==> config.mk <==
export PLATFORM = sky130hd
export DESIGN_NAME = host_port_status_sync
export DESIGN_NICKNAME = d
export VERILOG_FILES = /design/src/pkg/hp_pkg.sv /design/src/hdl/word_fifo.sv /design/src/hdl/host_port_status_sync.sv
export SDC_FILE = /design/constraint.sdc
export NUM_CORES = 1
export LEC_CHECK = 0
export BUFFER_PORTS_ARGS = -buffer_cell sky130_fd_sc_hd__buf_2
export CAP_MARGIN = 20
export CORE_MARGIN = 1.5
export CORE_UTILIZATION = 55
export DETAILED_ROUTE_END_ITERATION = 8
export PLACE_DENSITY = 0.83
export SLEW_MARGIN = 20
export SYNTH_ARGS = -nofsm -noshare
export SYNTH_HDL_FRONTEND = slang
export SYNTH_HIERARCHICAL = 1
export SYNTH_SLANG_ARGS = --single-unit
==> constraint.sdc <==
create_clock -name MCLK -period 3.61 [get_ports MCLK]
set_input_delay 0.722 -clock MCLK [delete_from_list [all_inputs] [get_ports MCLK]]
set_output_delay 0.722 -clock MCLK [all_outputs]
set_load 0.02 [all_outputs]
==> src/pkg/hp_pkg.sv <==
// Shared constants and types for the host port status and flag block
package hp_pkg;

    // ----------------------------------------
    // Widths and depths
    // ----------------------------------------
    localparam int BYTE_W = 8;
    localparam int WORD_W = 24;
    localparam int ADDR_W = 3;
    localparam int VECTOR_W = 5;
    localparam int FIFO_DEPTH = 8;

    // ----------------------------------------
    // Host-visible byte map
    // ----------------------------------------
    localparam logic [ADDR_W-1:0] ADDR_CONTROL = 3'h0;
    localparam logic [ADDR_W-1:0] ADDR_VECTOR = 3'h1;
    localparam logic [ADDR_W-1:0] ADDR_STATUS = 3'h2;
    localparam logic [ADDR_W-1:0] ADDR_BYTE_HIGH = 3'h5;
    localparam logic [ADDR_W-1:0] ADDR_BYTE_MID = 3'h6;
    localparam logic [ADDR_W-1:0] ADDR_BYTE_LOW = 3'h7;

    // ----------------------------------------
    // Control byte fields and reset values
    // ----------------------------------------
    localparam int CTRL_COMMAND_BIT = 0;
    localparam int CTRL_FLAG_A_BIT = 1;
    localparam int CTRL_FLAG_B_BIT = 2;
    localparam logic [VECTOR_W-1:0] VECTOR_RESET = 5'h00;
    localparam logic [BYTE_W-1:0] BYTE_ZERO = 8'h00;
    localparam logic [WORD_W-1:0] WORD_ZERO = 24'h000000;

    // ----------------------------------------
    // Types
    // ----------------------------------------
    typedef struct packed {
        logic read;
        logic [ADDR_W-1:0] addr;
        logic [BYTE_W-1:0] data;
    } host_bus_t;

    typedef struct packed {
        logic command_pending;
        logic request;
        logic transfer_mode;
        logic flag_b;
        logic flag_a;
        logic transmitter_ready;
        logic tx_empty;
        logic rx_full;
    } status_t;

    typedef enum logic [1:0] {PHASE_IDLE, PHASE_READ, PHASE_WRITE} host_phase_t;

endpackage : hp_pkg

==> src/hdl/word_fifo.sv <==
// Word FIFO with registered read data, between host transmit bytes and the DSP
`timescale 1ns/1ps
module word_fifo
    import hp_pkg::*;
#(
    parameter int WIDTH = WORD_W,
    parameter int DEPTH = FIFO_DEPTH
)
(
    // Clock and reset
    input wire logic clk,
    input wire logic rst,
    // Filling side
    input wire logic in_valid,
    output logic in_ready,
    input wire logic [WIDTH-1:0] in_data,
    // Draining side
    output logic out_valid,
    input wire logic out_ready,
    output logic [WIDTH-1:0] out_data
);

    localparam int PTR_W = $clog2(DEPTH);
    localparam int CNT_W = PTR_W + 1;
    localparam logic [CNT_W-1:0] CNT_FULL = CNT_W'(DEPTH);
    localparam logic [CNT_W-1:0] CNT_ONE = CNT_W'(1);

    logic [WIDTH-1:0] mem [DEPTH];
    logic [PTR_W-1:0] wr_ptr_reg, wr_ptr_next, rd_ptr_reg, rd_ptr_next;
    logic [CNT_W-1:0] count_reg, count_next;
    logic full_reg, full_next, empty_reg, empty_next;
    logic [WIDTH-1:0] data_reg, data_next;
    logic push, pop;

    // ----------------------------------------
    // Pointers, count and head word
    // ----------------------------------------
    always_comb
    begin
        push = in_valid && !full_reg;
        pop = out_ready && !empty_reg;
        wr_ptr_next = push ? wr_ptr_reg + PTR_W'(1) : wr_ptr_reg;
        rd_ptr_next = pop ? rd_ptr_reg + PTR_W'(1) : rd_ptr_reg;
        count_next = count_reg;
        if (push && !pop)
            count_next = count_reg + CNT_ONE;
        else if (pop && !push)
            count_next = count_reg - CNT_ONE;
        full_next = (count_next == CNT_FULL);
        empty_next = (count_next == '0);
        // Bypass covers a word written into the slot that becomes the head
        if (push && wr_ptr_reg == rd_ptr_next)
            data_next = in_data;
        else
            data_next = mem[rd_ptr_next];
    end

    always_ff @(posedge clk)
    begin
        if (push)
            mem[wr_ptr_reg] <= in_data;
        if (rst)
        begin
            wr_ptr_reg <= '0;
            rd_ptr_reg <= '0;
            count_reg <= '0;
            full_reg <= 1'b0;
            empty_reg <= 1'b1;
            data_reg <= '0;
        end
        else
        begin
            wr_ptr_reg <= wr_ptr_next;
            rd_ptr_reg <= rd_ptr_next;
            count_reg <= count_next;
            full_reg <= full_next;
            empty_reg <= empty_next;
            data_reg <= data_next;
        end
    end

    assign in_ready = !full_reg;
    assign out_valid = !empty_reg;
    assign out_data = data_reg;

endmodule : word_fifo

==> src/hdl/host_port_status_sync.sv <==
// Device side of the byte-wide host port: flags, status, command and data words
//
// What this block does
// - Transmit bytes loaded by the host reach the DSP-side receive word as one whole word.
// - The device itself sets and clears every host-visible status bit except command_pending, which the host writes through the control byte.
// - Status is readable by the host at any moment with no synchronising wait.
// - A status read may catch a changing bit and the host takes the right value on its next poll.
// - The two device-to-host flags change together, so a read mid-change shows 00 or 11, never 01 or 10.
// - Because of pipelining the device may still run a command after the host clears it.
// - Each host-written status bit is synchronised to the DSP clock on its own.
`timescale 1ns/1ps
module host_port_status_sync
    import hp_pkg::*;
(
    // Clock and reset
    input wire logic MCLK,
    input wire logic RST,
    // Host pins
    input wire logic PORT_ENABLE_STROBE_N,
    input wire logic HOST_READ,
    input wire logic [ADDR_W-1:0] HOST_ADDR,
    input wire logic [BYTE_W-1:0] HOST_DATA_IN,
    output logic [BYTE_W-1:0] HOST_DATA_OUT,
    output logic HOST_DATA_OE,
    output logic SERVICE_REQUEST_LINE,
    // DSP core, host-to-DSP words
    output logic [WORD_W-1:0] DSP_SIDE_RECEIVE_WORD,
    output logic DSP_RX_FULL_BIT,
    input wire logic DSP_RECEIVE_TAKE,
    // DSP core, DSP-to-host words
    input wire logic [WORD_W-1:0] DSP_SEND_WORD,
    input wire logic DSP_SEND_VALID,
    output logic DSP_TX_EMPTY_BIT,
    // DSP core, flags, mode and command
    input wire logic DSP_TO_HOST_FLAG_A,
    input wire logic DSP_TO_HOST_FLAG_B,
    input wire logic DSP_TRANSFER_MODE,
    output logic HOST_TO_DSP_FLAG_A,
    output logic HOST_TO_DSP_FLAG_B,
    output logic DSP_COMMAND_PENDING_BIT,
    output logic [VECTOR_W-1:0] COMMAND_VECTOR_BITS,
    input wire logic DSP_COMMAND_ACK
);

    localparam int BUS_W = $bits(host_bus_t);

    // ----------------------------------------
    // Pin synchronisers
    // ----------------------------------------
    host_bus_t bus_pin;
    logic [BUS_W:0] sync1_reg, sync2_reg;
    host_bus_t bus_s;
    logic enable_s_n;

    assign bus_pin = '{read: HOST_READ, addr: HOST_ADDR, data: HOST_DATA_IN};

    // One stage pair per bit, so no bit waits on another
    genvar gi;
    generate
        for (gi = 0; gi <= BUS_W; gi++)
        begin : g_sync
            logic pin_bit;
            assign pin_bit = (gi == BUS_W) ? PORT_ENABLE_STROBE_N : bus_pin[gi];
            always_ff @(posedge MCLK)
            begin
                if (RST)
                begin
                    sync1_reg[gi] <= (gi == BUS_W);
                    sync2_reg[gi] <= (gi == BUS_W);
                end
                else
                begin
                    sync1_reg[gi] <= pin_bit;
                    sync2_reg[gi] <= sync1_reg[gi];
                end
            end
        end
    endgenerate

    assign bus_s = host_bus_t'(sync2_reg[BUS_W-1:0]);
    assign enable_s_n = sync2_reg[BUS_W];

    // ----------------------------------------
    // Access phase and register state
    // ----------------------------------------
    host_phase_t phase_reg, phase_next;
    logic [ADDR_W-1:0] acc_addr_reg, acc_addr_next;
    logic [BYTE_W-1:0] acc_data_reg, acc_data_next;
    logic [BYTE_W-1:0] tx_byte_high_reg, tx_byte_high_next, tx_byte_mid_reg, tx_byte_mid_next;
    logic [WORD_W-1:0] tx_word_reg, tx_word_next, rx_word_reg, rx_word_next;
    logic tx_pending_reg, tx_pending_next, rx_full_reg, rx_full_next;
    logic cmd_pending_reg, cmd_pending_next, cmd_take_reg, cmd_take_next;
    logic [VECTOR_W-1:0] vector_reg, vector_next;
    logic host_flag_a_reg, host_flag_a_next, host_flag_b_reg, host_flag_b_next;
    logic [1:0] dsp_flags_reg, dsp_flags_next;
    status_t status_reg, status_next;
    logic [BYTE_W-1:0] data_out_reg, data_out_next;
    logic data_oe_reg, data_oe_next;
    logic request_reg, request_next;
    logic fifo_in_ready, fifo_out_valid;
    logic write_done, read_done, low_read_done;

    always_comb
    begin
        phase_next = phase_reg;
        acc_addr_next = acc_addr_reg;
        acc_data_next = acc_data_reg;
        write_done = 1'b0;
        read_done = 1'b0;
        unique case (phase_reg)
            PHASE_IDLE:
                if (!enable_s_n)
                begin
                    phase_next = bus_s.read ? PHASE_READ : PHASE_WRITE;
                    acc_addr_next = bus_s.addr;
                    acc_data_next = bus_s.data;
                end
            PHASE_READ:
                if (enable_s_n)
                begin
                    read_done = 1'b1;
                    phase_next = PHASE_IDLE;
                end
            PHASE_WRITE:
                // Data is taken while the strobe is still low, ahead of the host's short hold
                if (enable_s_n)
                begin
                    write_done = 1'b1;
                    phase_next = PHASE_IDLE;
                end
                else
                begin
                    acc_addr_next = bus_s.addr;
                    acc_data_next = bus_s.data;
                end
        endcase
        low_read_done = read_done && acc_addr_reg == ADDR_BYTE_LOW;

        tx_byte_high_next = tx_byte_high_reg;
        tx_byte_mid_next = tx_byte_mid_reg;
        tx_word_next = tx_word_reg;
        tx_pending_next = tx_pending_reg && !fifo_in_ready;
        vector_next = vector_reg;
        host_flag_a_next = host_flag_a_reg;
        host_flag_b_next = host_flag_b_reg;
        cmd_pending_next = cmd_pending_reg && !DSP_COMMAND_ACK;
        if (write_done)
        begin
            unique case (acc_addr_reg)
                ADDR_BYTE_HIGH: tx_byte_high_next = acc_data_reg;
                ADDR_BYTE_MID: tx_byte_mid_next = acc_data_reg;
                ADDR_BYTE_LOW:
                begin
                    tx_word_next = {tx_byte_high_reg, tx_byte_mid_reg, acc_data_reg};
                    tx_pending_next = 1'b1;
                end
                ADDR_VECTOR: vector_next = acc_data_reg[VECTOR_W-1:0];
                ADDR_CONTROL:
                begin
                    // Host set beats a same-cycle core acknowledge; a host clear cancels
                    cmd_pending_next = acc_data_reg[CTRL_COMMAND_BIT];
                    host_flag_a_next = acc_data_reg[CTRL_FLAG_A_BIT];
                    host_flag_b_next = acc_data_reg[CTRL_FLAG_B_BIT];
                end
                default: ;
            endcase
        end
        // Request stage lags the pending bit, so a late cancel may still be acted on
        cmd_take_next = cmd_pending_reg;

        rx_word_next = rx_word_reg;
        rx_full_next = rx_full_reg && !low_read_done;
        if (DSP_SEND_VALID && !rx_full_reg)
        begin
            rx_word_next = DSP_SEND_WORD;
            rx_full_next = 1'b1;
        end
        // Both flags sampled in one register so they flip in the same edge
        dsp_flags_next = {DSP_TO_HOST_FLAG_B, DSP_TO_HOST_FLAG_A};
        request_next = rx_full_next || !tx_pending_next;

        status_next = '{command_pending: cmd_pending_next, request: request_next,
                        transfer_mode: DSP_TRANSFER_MODE, flag_b: dsp_flags_next[1],
                        flag_a: dsp_flags_next[0], transmitter_ready: !tx_pending_next && !fifo_out_valid,
                        tx_empty: !tx_pending_next, rx_full: rx_full_next};

        // No wait state: status byte is always ready to drive
        data_oe_next = (phase_next == PHASE_READ);
        unique case (acc_addr_next)
            ADDR_STATUS: data_out_next = status_next;
            ADDR_CONTROL: data_out_next = BYTE_W'({host_flag_b_next, host_flag_a_next, cmd_pending_next});
            ADDR_VECTOR: data_out_next = BYTE_W'(vector_next);
            ADDR_BYTE_HIGH: data_out_next = rx_word_reg[WORD_W-1 -: BYTE_W];
            ADDR_BYTE_MID: data_out_next = rx_word_reg[WORD_W-BYTE_W-1 -: BYTE_W];
            ADDR_BYTE_LOW: data_out_next = rx_word_reg[BYTE_W-1:0];
            default: data_out_next = BYTE_ZERO;
        endcase
    end

    always_ff @(posedge MCLK)
    begin
        if (RST)
        begin
            phase_reg <= PHASE_IDLE;
            acc_addr_reg <= '0;
            acc_data_reg <= BYTE_ZERO;
            tx_byte_high_reg <= BYTE_ZERO;
            tx_byte_mid_reg <= BYTE_ZERO;
            tx_word_reg <= WORD_ZERO;
            tx_pending_reg <= 1'b0;
            rx_word_reg <= WORD_ZERO;
            rx_full_reg <= 1'b0;
            cmd_pending_reg <= 1'b0;
            cmd_take_reg <= 1'b0;
            vector_reg <= VECTOR_RESET;
            host_flag_a_reg <= 1'b0;
            host_flag_b_reg <= 1'b0;
            dsp_flags_reg <= 2'h0;
            status_reg <= '{tx_empty: 1'b1, default: 1'b0};
            data_out_reg <= BYTE_ZERO;
            data_oe_reg <= 1'b0;
            request_reg <= 1'b0;
        end
        else
        begin
            phase_reg <= phase_next;
            acc_addr_reg <= acc_addr_next;
            acc_data_reg <= acc_data_next;
            tx_byte_high_reg <= tx_byte_high_next;
            tx_byte_mid_reg <= tx_byte_mid_next;
            tx_word_reg <= tx_word_next;
            tx_pending_reg <= tx_pending_next;
            rx_word_reg <= rx_word_next;
            rx_full_reg <= rx_full_next;
            cmd_pending_reg <= cmd_pending_next;
            cmd_take_reg <= cmd_take_next;
            vector_reg <= vector_next;
            host_flag_a_reg <= host_flag_a_next;
            host_flag_b_reg <= host_flag_b_next;
            dsp_flags_reg <= dsp_flags_next;
            status_reg <= status_next;
            data_out_reg <= data_out_next;
            data_oe_reg <= data_oe_next;
            request_reg <= request_next;
        end
    end

    // ----------------------------------------
    // Word FIFO toward the DSP core
    // ----------------------------------------
    word_fifo #(.WIDTH(WORD_W), .DEPTH(FIFO_DEPTH)) u_fifo (
        .clk(MCLK),
        .rst(RST),
        .in_valid(tx_pending_reg),
        .in_ready(fifo_in_ready),
        .in_data(tx_word_reg),
        .out_valid(fifo_out_valid),
        .out_ready(DSP_RECEIVE_TAKE),
        .out_data(DSP_SIDE_RECEIVE_WORD)
    );

    assign DSP_RX_FULL_BIT = fifo_out_valid;
    assign DSP_TX_EMPTY_BIT = !rx_full_reg;
    assign HOST_DATA_OUT = data_out_reg;
    assign HOST_DATA_OE = data_oe_reg;
    assign SERVICE_REQUEST_LINE = request_reg;
    assign HOST_TO_DSP_FLAG_A = host_flag_a_reg;
    assign HOST_TO_DSP_FLAG_B = host_flag_b_reg;
    assign DSP_COMMAND_PENDING_BIT = cmd_take_reg;
    assign COMMAND_VECTOR_BITS = vector_reg;
endmodule : host_port_status_sync

==> metrics.md, run 1 <==
| Metric | Value |
|---|---|
| Static leakage | between 5 and 6 nW |
| Hold path cells | 2 |
| Leading cell type in the layout, fill and taps excluded | edfxtp_1 |
| Peak supply drop | between 0.3 and 0.4 mV |
| Post-cts sizing count | 0 |
| Clock Sinks | approximately 350 |
| Hold_buf cts | 0 |
| Syn-to-layout area delta | 12.07% |
| Port Buffers | 88 |
| Depth of the CTS H-tree | 2 |
| Total CTS buffers | 36 |
| Status | completed |
| Most frequent cells in the layout | 192 x edfxtp_1, 178 x nand2_1, 158 x dfxtp_1, 102 x nand3_1, 87 x buf_2 |
| Initial core utilization | around 56% |
| Initial DRT Pass Iterations | 8 |
| Crit-path slowest cell | o31a_2 |
| Most flops, register | u_fifo/mem |
| Number of setup buffers added after CTS | 0 |
| Pin count of the biggest net entering global routing | 100 |
| Placed Area | ~0.016 sq mm |
| TNS Setup | 0 ns |
| Final count of hold timing violations | 0 |
| DP Wirelength | approximately 20 mm |
| DRC | 0 |
| RSZ-0062 raised after global routing | false |
| Top cells by area, synth | edfxtp_1 38%, dfxtp_1 21%, nand2_1 4.4% |
| # IOs | 89 |
| Setup crit end kind | register |
| WL/cell | between 20 and 25 microns |
| Post-Syn Nets | around 1500 |
| Avg Vias per Cell | between 6 and 7 |
| Fin. max-slew vios | 0 |
| Top_reg_cell synth | edfxtp_1 |
| Row cnt | 60 |
| Global-route wire length before repair | 58.13 mm |
| Final Cycle Share | 74.28% |
| Number of flip-flops in the largest register | 192 |
| Fin area | approximately 0.017 sq mm |
| Syn avg cell area | 10.79 sq um |
| R2R setup slack | just over 0.9 ns |
| # fillers | about 2000 |
| CP Data Arrival Time | between 3 and 4 ns |
| Post-synth EDFFs | about 190 |
| CTS tree | yes |
| DRT iter0 DRCs | 1163 |
| Async set-reset flop share out of synthesis | 0% |
| Synth Cell Area | around 0.015 sq mm |
| CP Launch Type | register |
| Die W | 168.9 microns |
| Total Nets Final | 1489 |
| Yosys top cell area share | a little under two fifths |
| Total chip power | approximately 10 mW |
| CP max FO | 57 |
| Inst Count DP | about 1700 |
| Critical path type | register to register |
| Non-filler cells, final | 1804 |
| Final GP Congestion | between 0.7 and 0.8 |
| Reg2Reg Depth | 5 |
| Post-Syn Instances | approximately 1400 |
| Slew margin rel. | a little under a quarter |
| Core ar. | around 0.027 sq mm |
| #FFs+latches synth | about 350 |
| CP Cell Sequence | buf_4 > xnor2_4 > mux2i_1 > o31a_2 > a32o_1 |
| Slew @ Worst Pin | between 1 and 1.5 ns |
| Post-route ant nets | 0 |
| Worst Hold Class | input port to register |
| Crit path time final | 2.681 ns |
| Vias | between 10000 and 15000 |
| Grt total ovfl | 0 |
| Layout cells sized above 1 | a little over an eighth |
| Final-report setup violation count | 0 |
| Clock Pin Slew Worst Setup and Hold Paths | around 0.06 ns |
| Vias in the first global route | around 11000 |
| Netlist cell types | between 50 and 60 |
| Max stage delay on crit path | ~0.75 ns |
| Post-synthesis sequential area ratio | approximately three fifths |
| DIE AREA | 0.02854 sq mm |
| Final Skew | 0.02570 ns |
| Area of the multi-input gates | about 0.0057 sq mm |
| Power per cell area | a little under 600 mW/mm^2 |
| Initial antenna violation count | 0 |
| CP Data Required Time | slightly above 4 ns |
| Antenna diodes | 0 |
| Routed Wire Length | 37.05 mm |
| YS warnings | 6 |
| Global Route Usage Sum | about a quarter |
| Clock network latency to the later pin of the worst-skew pair | roughly 0.52 ns |
| Cell accounting for the most synthesized area | edfxtp_1 |
| Clock Root Buffer | clkbuf_16 |
| Storage cell area | around 0.009 sq mm |
| Die Y | around 170 microns |
| Clock Path Buffers | 3 |
| FMAX | ~0.37 GHz |
| Max_cap viols | 0 |
## kinds of logic (layout without fill, tap and decap cells)
family	after synthesis	after routing	share of synthesized area (%)
xor gates and xnor gates	13	13	0.9006
muxes	31	31	2.255
AOI/OAI and AO/OA	280	280	13.57
DFF	352	352	59.22
adders and majority gates	7	7	0.5783
buffers and inverters	130	190	3.809
and+or+nand+nor	590	590	19.66
## report_power, final
group	switching [mW]	internal (mW)	leakage (nW)
clock network	1.49	2.17	0.566
registers	0.103	4.33	3.09
logic	1.31	0.658	2.34
total	2.90	7.16	5.99
## cell type report
class / instances / area share [%]
clock buffer: 52 / 5.979
clock inverter: 12 / 0.8773
inverter: 10 / 0.2212
multi-input combinational: 921 / 33.47
sequential: 352 / 52.87
tap: 341 / 2.514
timing repair buffer: 116 / 4.069
## layer usage
| layer | GRT usage, % | part of all wire (%) | vias up |
|---|---|---|---|
| met3 | 4.863 | 9.7 | 97 |
| met4 | 10.48 | 3.0 | 0 |
| li1 | - | - | 5292 |
| met1 | 32.64 | 39 | 5468 |
| met2 | 43.82 | 48 | 627 |
| met5 | 0 | 0 | - |
## critical path: cells and delay by family (launching register included)
kind / cells / cell delay, ns
compound gates: 2 / 1.04
xor+xnor: 1 / 0.19
buf+inv: 1 / 0.52
flops: 1 / 0.44
mux: 1 / 0.38
## worst paths after layout
path	start	end
max reg2reg	u_fifo/rd_ptr_reg[0]$_SDFF_PP0_	u_fifo/out_data[15]$_SDFF_PP0_
min reg2reg	sync1_reg[12]$_SDFF_PP1_	enable_s_n$_SDFF_PP1_
min	PORT_ENABLE_STROBE_N	sync1_reg[12]$_SDFF_PP1_
max	u_fifo/rd_ptr_reg[0]$_SDFF_PP0_	u_fifo/out_data[15]$_SDFF_PP0_
## cells in the mapped netlist (10+ instances only)
master      n
buf_1      10
a21oi_1    68
mux2i_1    26
a211oi_1   49
nor3_1     55
nand2b_1   54
a32o_1     25
o311ai_0   25
nand4_1    51
nor2_1     43
clkbuf_1   76
nand3_1   102
a22oi_1    53
nor2b_1    82
inv_1      10
dfxtp_1   160
nand2_1   178
buf_2      26
o21ai_0    15
o311ai_1   23
edfxtp_1  192
## stage by stage
| step | utilization [%] | hold WS [ns] | setup WS, ns |
|---|---|---|---|
| 2_1_floorplan | - | 0.3895 | 0.2265 |
| 3_3_place_gp | 58.50 | 0.3961 | 0.9458 |
| 3_5_place_dp | 58.50 | 0.4059 | 0.8838 |
| 4_1_cts | 62.80 | 0.3840 | 0.9460 |
| 5_1_grt | 62.80 | 0.4031 | 0.7771 |
| 6_report | 62.80 | 0.3940 | 0.9286 |
Power figures use the tool's default switching activity.
==> inputs of run 2 (changes only) <==
ABC_AREA = 1   (was unset)
CORE_UTILIZATION = 54   (was 55)
PLACE_DENSITY = 0.82   (was 0.83)
clock period = 2.4 ns   (was 3.61 ns; I/O delays follow)
==> metrics.md, run 2 <==
| Metric | Value |
|---|---|
| Post-Syn Nets | 1524 (+4.7%) |
| DRT iter0 DRCs | 966 (-17%) |
| Total Nets Final | 1615 (+8.5%) |
| Count leader, synth | nand2_1 |
| Pin count of the biggest net entering global routing | 98 (-2.0%) |
| Sequential share of power | 45.9% (+1.9 points) |
| # IOs | 89 (unchanged) |
| Clock network latency to the later pin of the worst-skew pair | 0.53 ns (about the same) |
| Synth Cell Area | 0.01401 sq mm (-7.5%) |
| Post-route ant nets | 0 (unchanged) |
| WL/cell | 15.97 microns (-22%) |
| Post-cts sizing count | 0 (unchanged) |
| Bufs and invs on worst path | 1 (unchanged) |
| Hold_buf cts | 0 (unchanged) |
| Status | completed |
| Avg Vias per Cell | 5.336 (-16%) |
| NetSw | 3.974 mW (+37%) |
| Clock Pin Slew Worst Setup and Hold Paths | 0.06 ns (about the same) |
| Power per cell area | 903.1 mW/mm^2 (+52%) |
| Max_cap viols | 0 (unchanged) |
| Most frequent cells in the layout | 345 x nand2_1, 288 x nor2_1, 192 x edfxtp_1, 160 x dfxtp_1, 139 x nand3_1 |
| Layout cells sized above 1 | 14.34% (+0.94 points) |
| Global Route Usage Sum | 23.19% (-2.6 points) |
| Pre-CTS WS | 0.3585 ns (-0.5252 ns) |
| Static leakage | 6.632 nW (+11%) |
| Worst Hold Class | input port to register |
| Number of flip-flops in the largest register | 192 (unchanged) |
| Grt total ovfl | 0 (unchanged) |
| YS warnings | 6 (unchanged) |
| Setup crit end kind | register |
| CP Launch Type | register |
| Initial DRT Pass Iterations | 5 (-3) |
| Vias in the first global route | 9658 (-14%) |
| CP Data Arrival Time | 2.40 ns (-0.73 ns) |
| Async set-reset flop share out of synthesis | 0% (unchanged) |
| Reg2Reg Depth | 5 (unchanged) |
| Die W | 164.1 microns (-2.9%) |
| Port Buffers | 88 (unchanged) |
| Fin. max-slew vios | 0 (unchanged) |
| Most flops, register | u_fifo/mem |
| Row cnt | 58 (-3.3%) |
| Initial antenna violation count | 0 (unchanged) |
| Hold path start | PORT_ENABLE_STROBE_N |
| Reg2Reg Capture Point | tx_word_reg[13]$_SDFFE_PP0P_ |
| Top cells by area, synth | edfxtp_1 41%, dfxtp_1 23%, nand2_1 9.2% |
| Hold endpoint | sync1_reg[12]$_SDFF_PP1_ |
| Final count of hold timing violations | 0 (unchanged) |
| Die Y | 164.1 microns (-2.9%) |
| Cell accounting for the most synthesized area | edfxtp_1 |
| Comb pwr share | 16.5% (-3.0 points) |
| Clock Sinks | 352 (unchanged) |
| Crit-path slowest cell | o21ai_0 |
| CP Data Required Time | 2.79 ns (-1.27 ns) |
| Depth of the CTS H-tree | 2 (unchanged) |
| Clock Path Buffers | 3 (unchanged) |
| Routed Wire Length | 30.66 mm (-17%) |
| Final Cycle Share | 83.74% (+9.5 points) |
| Initial core utilization | 55.32% (-0.72 points) |
| Slew @ Worst Pin | 0.9637 ns (-0.1768 ns) |
| Top_reg_cell synth | edfxtp_1 |
| Post-synthesis sequential area ratio | 64.02% (+4.8 points) |
| Antenna diodes | 0 (unchanged) |
| #FFs+latches synth | 352 (unchanged) |
| Crit path time final | 2.010 ns (-0.6717 ns) |
| Worst setup margin | 0.3903 ns (-0.5383 ns) |
| Yosys top cell area share | 41.15% (+3.1 points) |
| Switching share of power | 27.49% (-1.4 points) |
| Post-synth EDFFs | 192 (unchanged) |
| R2R setup slack | 0.39 ns (-0.54 ns) |
| Hold path cells | 2 (unchanged) |
| TNS Setup | 0 ns (unchanged) |
| Leading cell type in the layout, fill and taps excluded | nand2_1 |
| Syn-to-layout area delta | 14.25% |
| Global-route wire length before repair | 48.62 mm (-16%) |
| DIE AREA | 0.02692 sq mm (-5.7%) |
| P_int | 10.48 mW (+46%) |
| Final GP Congestion | 0.8785 (+12%) |
| CP delay by family, top | compound AO/OA/AOI/OAI gates |
| Core ar. | 0.02533 sq mm (-6.3%) |
| CTS tree | yes |
| Hold Slack | 0.1440 ns (-0.2500 ns) |
| Critical path type | register to register |
| Number of setup buffers added after CTS | 0 (unchanged) |
| Post-Syn Instances | 1472 (+4.9%) |
| Syn avg cell area | 9.517 sq um (-12%) |
| DRC | 0 (unchanged) |
| CP max FO | 22 (-61%) |
| Final Skew | 0.02738 ns (+0.001675 ns) |
| Final-report setup violation count | 0 (unchanged) |
| Netlist cell types | 37 (-35%) |
| Part of the power in the clock network | 37.6% (+1.1 points) |
| Total CTS buffers | 35 (-2.8%) |
| Clock Root Buffer | clkbuf_16 |
| Max stage delay on crit path | 0.60 ns (-0.15 ns) |
| DP Wirelength | 18.75 mm (-6.9%) |
| Vias | 10250 (-11%) |
| CP Cell Sequence | inv_1 > ha_1 > nand4_2 > o21ai_0 > nor2_1 |
| FMAX | 0.4976 GHz (+33%) |
| Slew margin rel. | 35.36% (+11 points) |
| RSZ-0062 raised after global routing | false |
| Reg2Reg Launch Point | phase_reg[0]$_SDFF_PP0_ |
| Top cell types by occurrence after synthesis | 345 x nand2_1, 296 x nor2_1, 192 x edfxtp_1 |
| Peak supply drop | 0.7585 mV (+91%) |
==> run 2: cell count changes in the layout (fill, tap and decap cells not counted), sizes merged, moves of 29 or more <==
cell and delta:
nand2b -54, nor3 -53, nor2b -82, o311ai -48, nand2 +188, nor2 +261
inv +67, o21ai +70, a22oi -53, a21oi -38, a211oi -49, nand3 +40
mux2i -29, nand4 -47
==> run 2: cell type report <==
class / count / area (sq um)
Timing Repair Buffer: 120 / 730.7
Inverter: 79 / 306.5
Clock buffer: 51 / 1028
Multi-Input combinational cell: 975 / 4419
Tap cell: 330 / 412.9
Sequential cell: 352 / 8969
Clock inverter: 13 / 140.1
Fill cell: 1939 / 9320
==> run 2: layer usage <==
metal / up-vias / track usage [%] / share of wire [%]
li1: 5009 / - / -
met1: 4787 / 29.94 / 40
met2: 387 / 40.01 / 50
met3: 62 / 3.409 / 7.5
met4: 0 / 7.893 / 2.2
met5: - / 0 / 0
==> run 2: power groups by stage <==
stage,combinational [mW],sequential [mW],clock (mW)
3_5_place_dp,2.35,6.77,0
3_3_place_gp,2.29,6.76,0
6_report,2.38,6.63,5.44
2_1_floorplan,1.64,6.86,0
4_1_cts,2.37,6.64,5.52
5_1_grt,2.67,6.65,5.75
==> run 2: cells by family after synthesis <==
kind of cell,synth area share (%)
AO/OA/AOI/OAI,4.394
XOR/XNOR,0.1876
adder cells (fa/ha/maj),0.6251
buffers and inverters,4.582
flip-flops,64.02
AND/OR/NAND/NOR,26.19
==> run 2: worst max-delay path by stage <==
stage,end,start,slack (ns),cells after the start
2_1_floorplan,u_fifo/mem[0][0]$_DFFE_PP_,tx_pending_reg$_SDFF_PP0_,0.16,4
3_3_place_gp,u_fifo/out_data[0]$_SDFF_PP0_,DSP_RECEIVE_TAKE,0.45,11
3_5_place_dp,u_fifo/out_data[13]$_SDFF_PP0_,DSP_RECEIVE_TAKE,0.36,11
4_1_cts,tx_word_reg[13]$_SDFFE_PP0P_,phase_reg[0]$_SDFF_PP0_,0.42,5
5_1_grt,HOST_DATA_OUT[6]$_SDFF_PP0_,phase_reg[0]$_SDFF_PP0_,0.21,9
6_report,tx_word_reg[13]$_SDFFE_PP0P_,phase_reg[0]$_SDFF_PP0_,0.39,5
==> run 2: through the flow <==
stage | instance area (sq um) | utilization [%] | power, mW | cells
after global routing | 16010 | 63.20 | 15.07 | 1920
after detailed placement | 14840 | 58.59 | 9.122 | 1856
final | 16010 | 63.20 | 14.46 | 1920
after global placement | 14840 | 58.59 | 9.051 | 1856
after CTS | 16010 | 63.20 | 14.53 | 1920
after floorplan | 14010 | - | 8.497 | 1472
==> inputs of run 3 (changes only) <==
ABC_AREA = 0   (was 1)
CORE_UTILIZATION = 61   (was 54)
PLACE_DENSITY = 0.87   (was 0.82)
clock period = 2.1 ns   (was 2.4 ns; I/O delays follow)
==> metrics.md, run 3 (synthesis results as in run 1) <==
| Metric | Value |
|---|---|
| Status | complete, but fails checks |
| Failing checks | negative setup slack |
| Routed Wire Length | 38.82 mm (+27%) |
| Grt total ovfl | 0 (unchanged) |
| Clock Root Buffer | clkbuf_16 |
| Clock network latency to the later pin of the worst-skew pair | 0.52 ns (about the same) |
| DRC | 0 (unchanged) |
| Clock Sinks | 352 (unchanged) |
| DRT iter0 DRCs | 1263 (+31%) |
| Final Skew | 0.02632 ns (-0.001054 ns) |
| Pre-CTS WS | -0.2139 ns (-0.5725 ns) |
| # IOs | 89 (unchanged) |
| Slew margin rel. | 64.77% (+29 points) |
| Static leakage | 6.273 nW (-5.4%) |
| Peak supply drop | 0.6784 mV (-11%) |
| FMAX | 0.4729 GHz (-5.0%) |
| Max_cap viols | 0 (unchanged) |
| Layout cells sized above 1 | 16.99% (+2.6 points) |
| Worst Hold Class | input port to register |
| DP Wirelength | 22.70 mm (+21%) |
| Core Util, Final | 72.10% (+8.9 points) |
| Clock Path Buffers | 3 (unchanged) |
| WL/cell | 21.13 microns (+32%) |
| Clock Pin Slew Worst Setup and Hold Paths | 0.06 ns (about the same) |
| Core ar. | 0.02432 sq mm (-4.0%) |
| Post-route ant nets | 0 (unchanged) |
| Crit path time final | 2.115 ns (+0.1050 ns) |
| Syn-to-layout area delta | 15.79% |
| Final Cycle Share | 100.7% (+17 points) |
| Depth of the CTS H-tree | 2 (unchanged) |
| Row cnt | 57 (-1.7%) |
| CP Launch Type | register |
| Final count of hold timing violations | 0 (unchanged) |
| # fillers | 1560 (-20%) |
| CP Data Required Time | 2.51 ns (-0.28 ns) |
| Global-route wire length before repair | 60.79 mm (+25%) |
| Die Y | 160.6 microns (-2.1%) |
| Most flops, register | u_fifo/mem |
| Critical path type | register to register |
| Total chip power | 17.36 mW (+20%) |
| Total CTS buffers | 35 (unchanged) |
| Global Route Usage Sum | 29.74% (+6.5 points) |
| Initial DRT Pass Iterations | 5 (unchanged) |
| Initial core utilization | 62.27% (+7.0 points) |
| Worst setup margin | -0.01466 ns (-0.4050 ns) |
| Most frequent cells in the layout | 192 x edfxtp_1, 177 x nand2_1, 155 x dfxtp_1, 102 x nand3_1, 87 x buf_2 |
| Slew @ Worst Pin | 0.5284 ns (-0.4353 ns) |
| CTS tree | yes |
| DIE AREA | 0.02578 sq mm (-4.2%) |
| CP Data Arrival Time | 2.52 ns (+0.12 ns) |
| Pin count of the biggest net entering global routing | 89 (-9.2%) |
| Port Buffers | 88 (unchanged) |
| Vias in the first global route | 11830 (+23%) |
| CP max FO | 7 (-68%) |
| Setup crit end kind | register |
| Antenna diodes | 0 (unchanged) |
| Initial antenna violation count | 0 (unchanged) |
| Avg Vias per Cell | 6.529 (+22%) |
| Fin. max-slew vios | 0 (unchanged) |
| Total Nets Final | 1538 (-4.8%) |
| Final GP Congestion | 0.8148 (-7.3%) |
| Number of flip-flops in the largest register | 192 (unchanged) |
| Leading cell type in the layout, fill and taps excluded | edfxtp_1 |
| Die W | 160.6 microns (-2.1%) |
| Hold_buf cts | 0 (unchanged) |
| Vias | 11990 (+17%) |
| Final-report setup violation count | 1 (+1) |
| Power per cell area | 989.9 mW/mm^2 (+9.6%) |
run 3: routing by layer:
layer | track usage [%] | routed length [microns]
met1 | 37.41 | 14360
met2 | 51.14 | 19330
met3 | 4.158 | 3736
met4 | 13.64 | 1400
met5 | 0 | 0
run 3: report_power, final:
part | total (mW) | switching, mW | internal (mW) | leakage (nW)
Sequential | 7.61 | 0.171 | 7.44 | 3.09
Combinational | 3.84 | 2.42 | 1.42 | 2.65
Clock | 5.91 | 2.57 | 3.34 | 0.540
Total | 17.4 | 5.16 | 12.2 | 6.27
run 3: critical path, cell delays in order (launching register included):
cell and delay, ns:
dfxtp_2 0.32, inv_1 0.06, ha_2 0.18, buf_4 0.15, o21bai_2 0.20, buf_4 0.18, nor3_1 0.05, o21ai_0 0.28
buf_4 0.19, nor2b_1 0.05, o41a_1 0.35
run 3: repair_timing:
item | CTS | global route
setup endpoints to repair | 8 | 28
buffers inserted | 1 | 1
pin swaps | 1 | 0
gates cloned | 0 | 1
gates resized for setup | 1 | 22
run 3: layout make-up:
cell class	instances	area, sq um	area share (%)
inverters	10	37.54	0.2141
repair buffers	166	1264	7.207
well taps	324	405.4	2.312
clock buffers	49	993.5	5.665
multi-input cells	921	5763	32.86
flip-flops and latches	352	8977	51.20
clock inverters	15	95.09	0.5423
run 3: path summary, 6_finish.rpt:
kind | startpoint | to | slack, ns | cells after the start
worst max-delay path | phase_reg[0]$_SDFF_PP0_ | HOST_DATA_OUT[0]$_SDFF_PP0_ | -0.01 | 10
worst min-delay path | PORT_ENABLE_STROBE_N | sync1_reg[12]$_SDFF_PP1_ | 0.10 | 2
worst max register to register | phase_reg[0]$_SDFF_PP0_ | HOST_DATA_OUT[0]$_SDFF_PP0_ | -0.01 | 10
worst min register to register | sync1_reg[12]$_SDFF_PP1_ | enable_s_n$_SDFF_PP1_ | 0.42 | 1
run 3: metrics by stage:
stage	instance area [sq um]	hold WS, ns	cells	setup TNS (ns)
after detailed placement	16320	0.4131	1770	-0.7769
after floorplan	15190	0.3895	1403	-10.92
final	17540	0.1002	1837	-0.01466
after global placement	16320	0.3934	1770	-0.01487
after CTS	17420	0.09308	1835	0
after global routing	17540	0.1046	1837	-0.1710
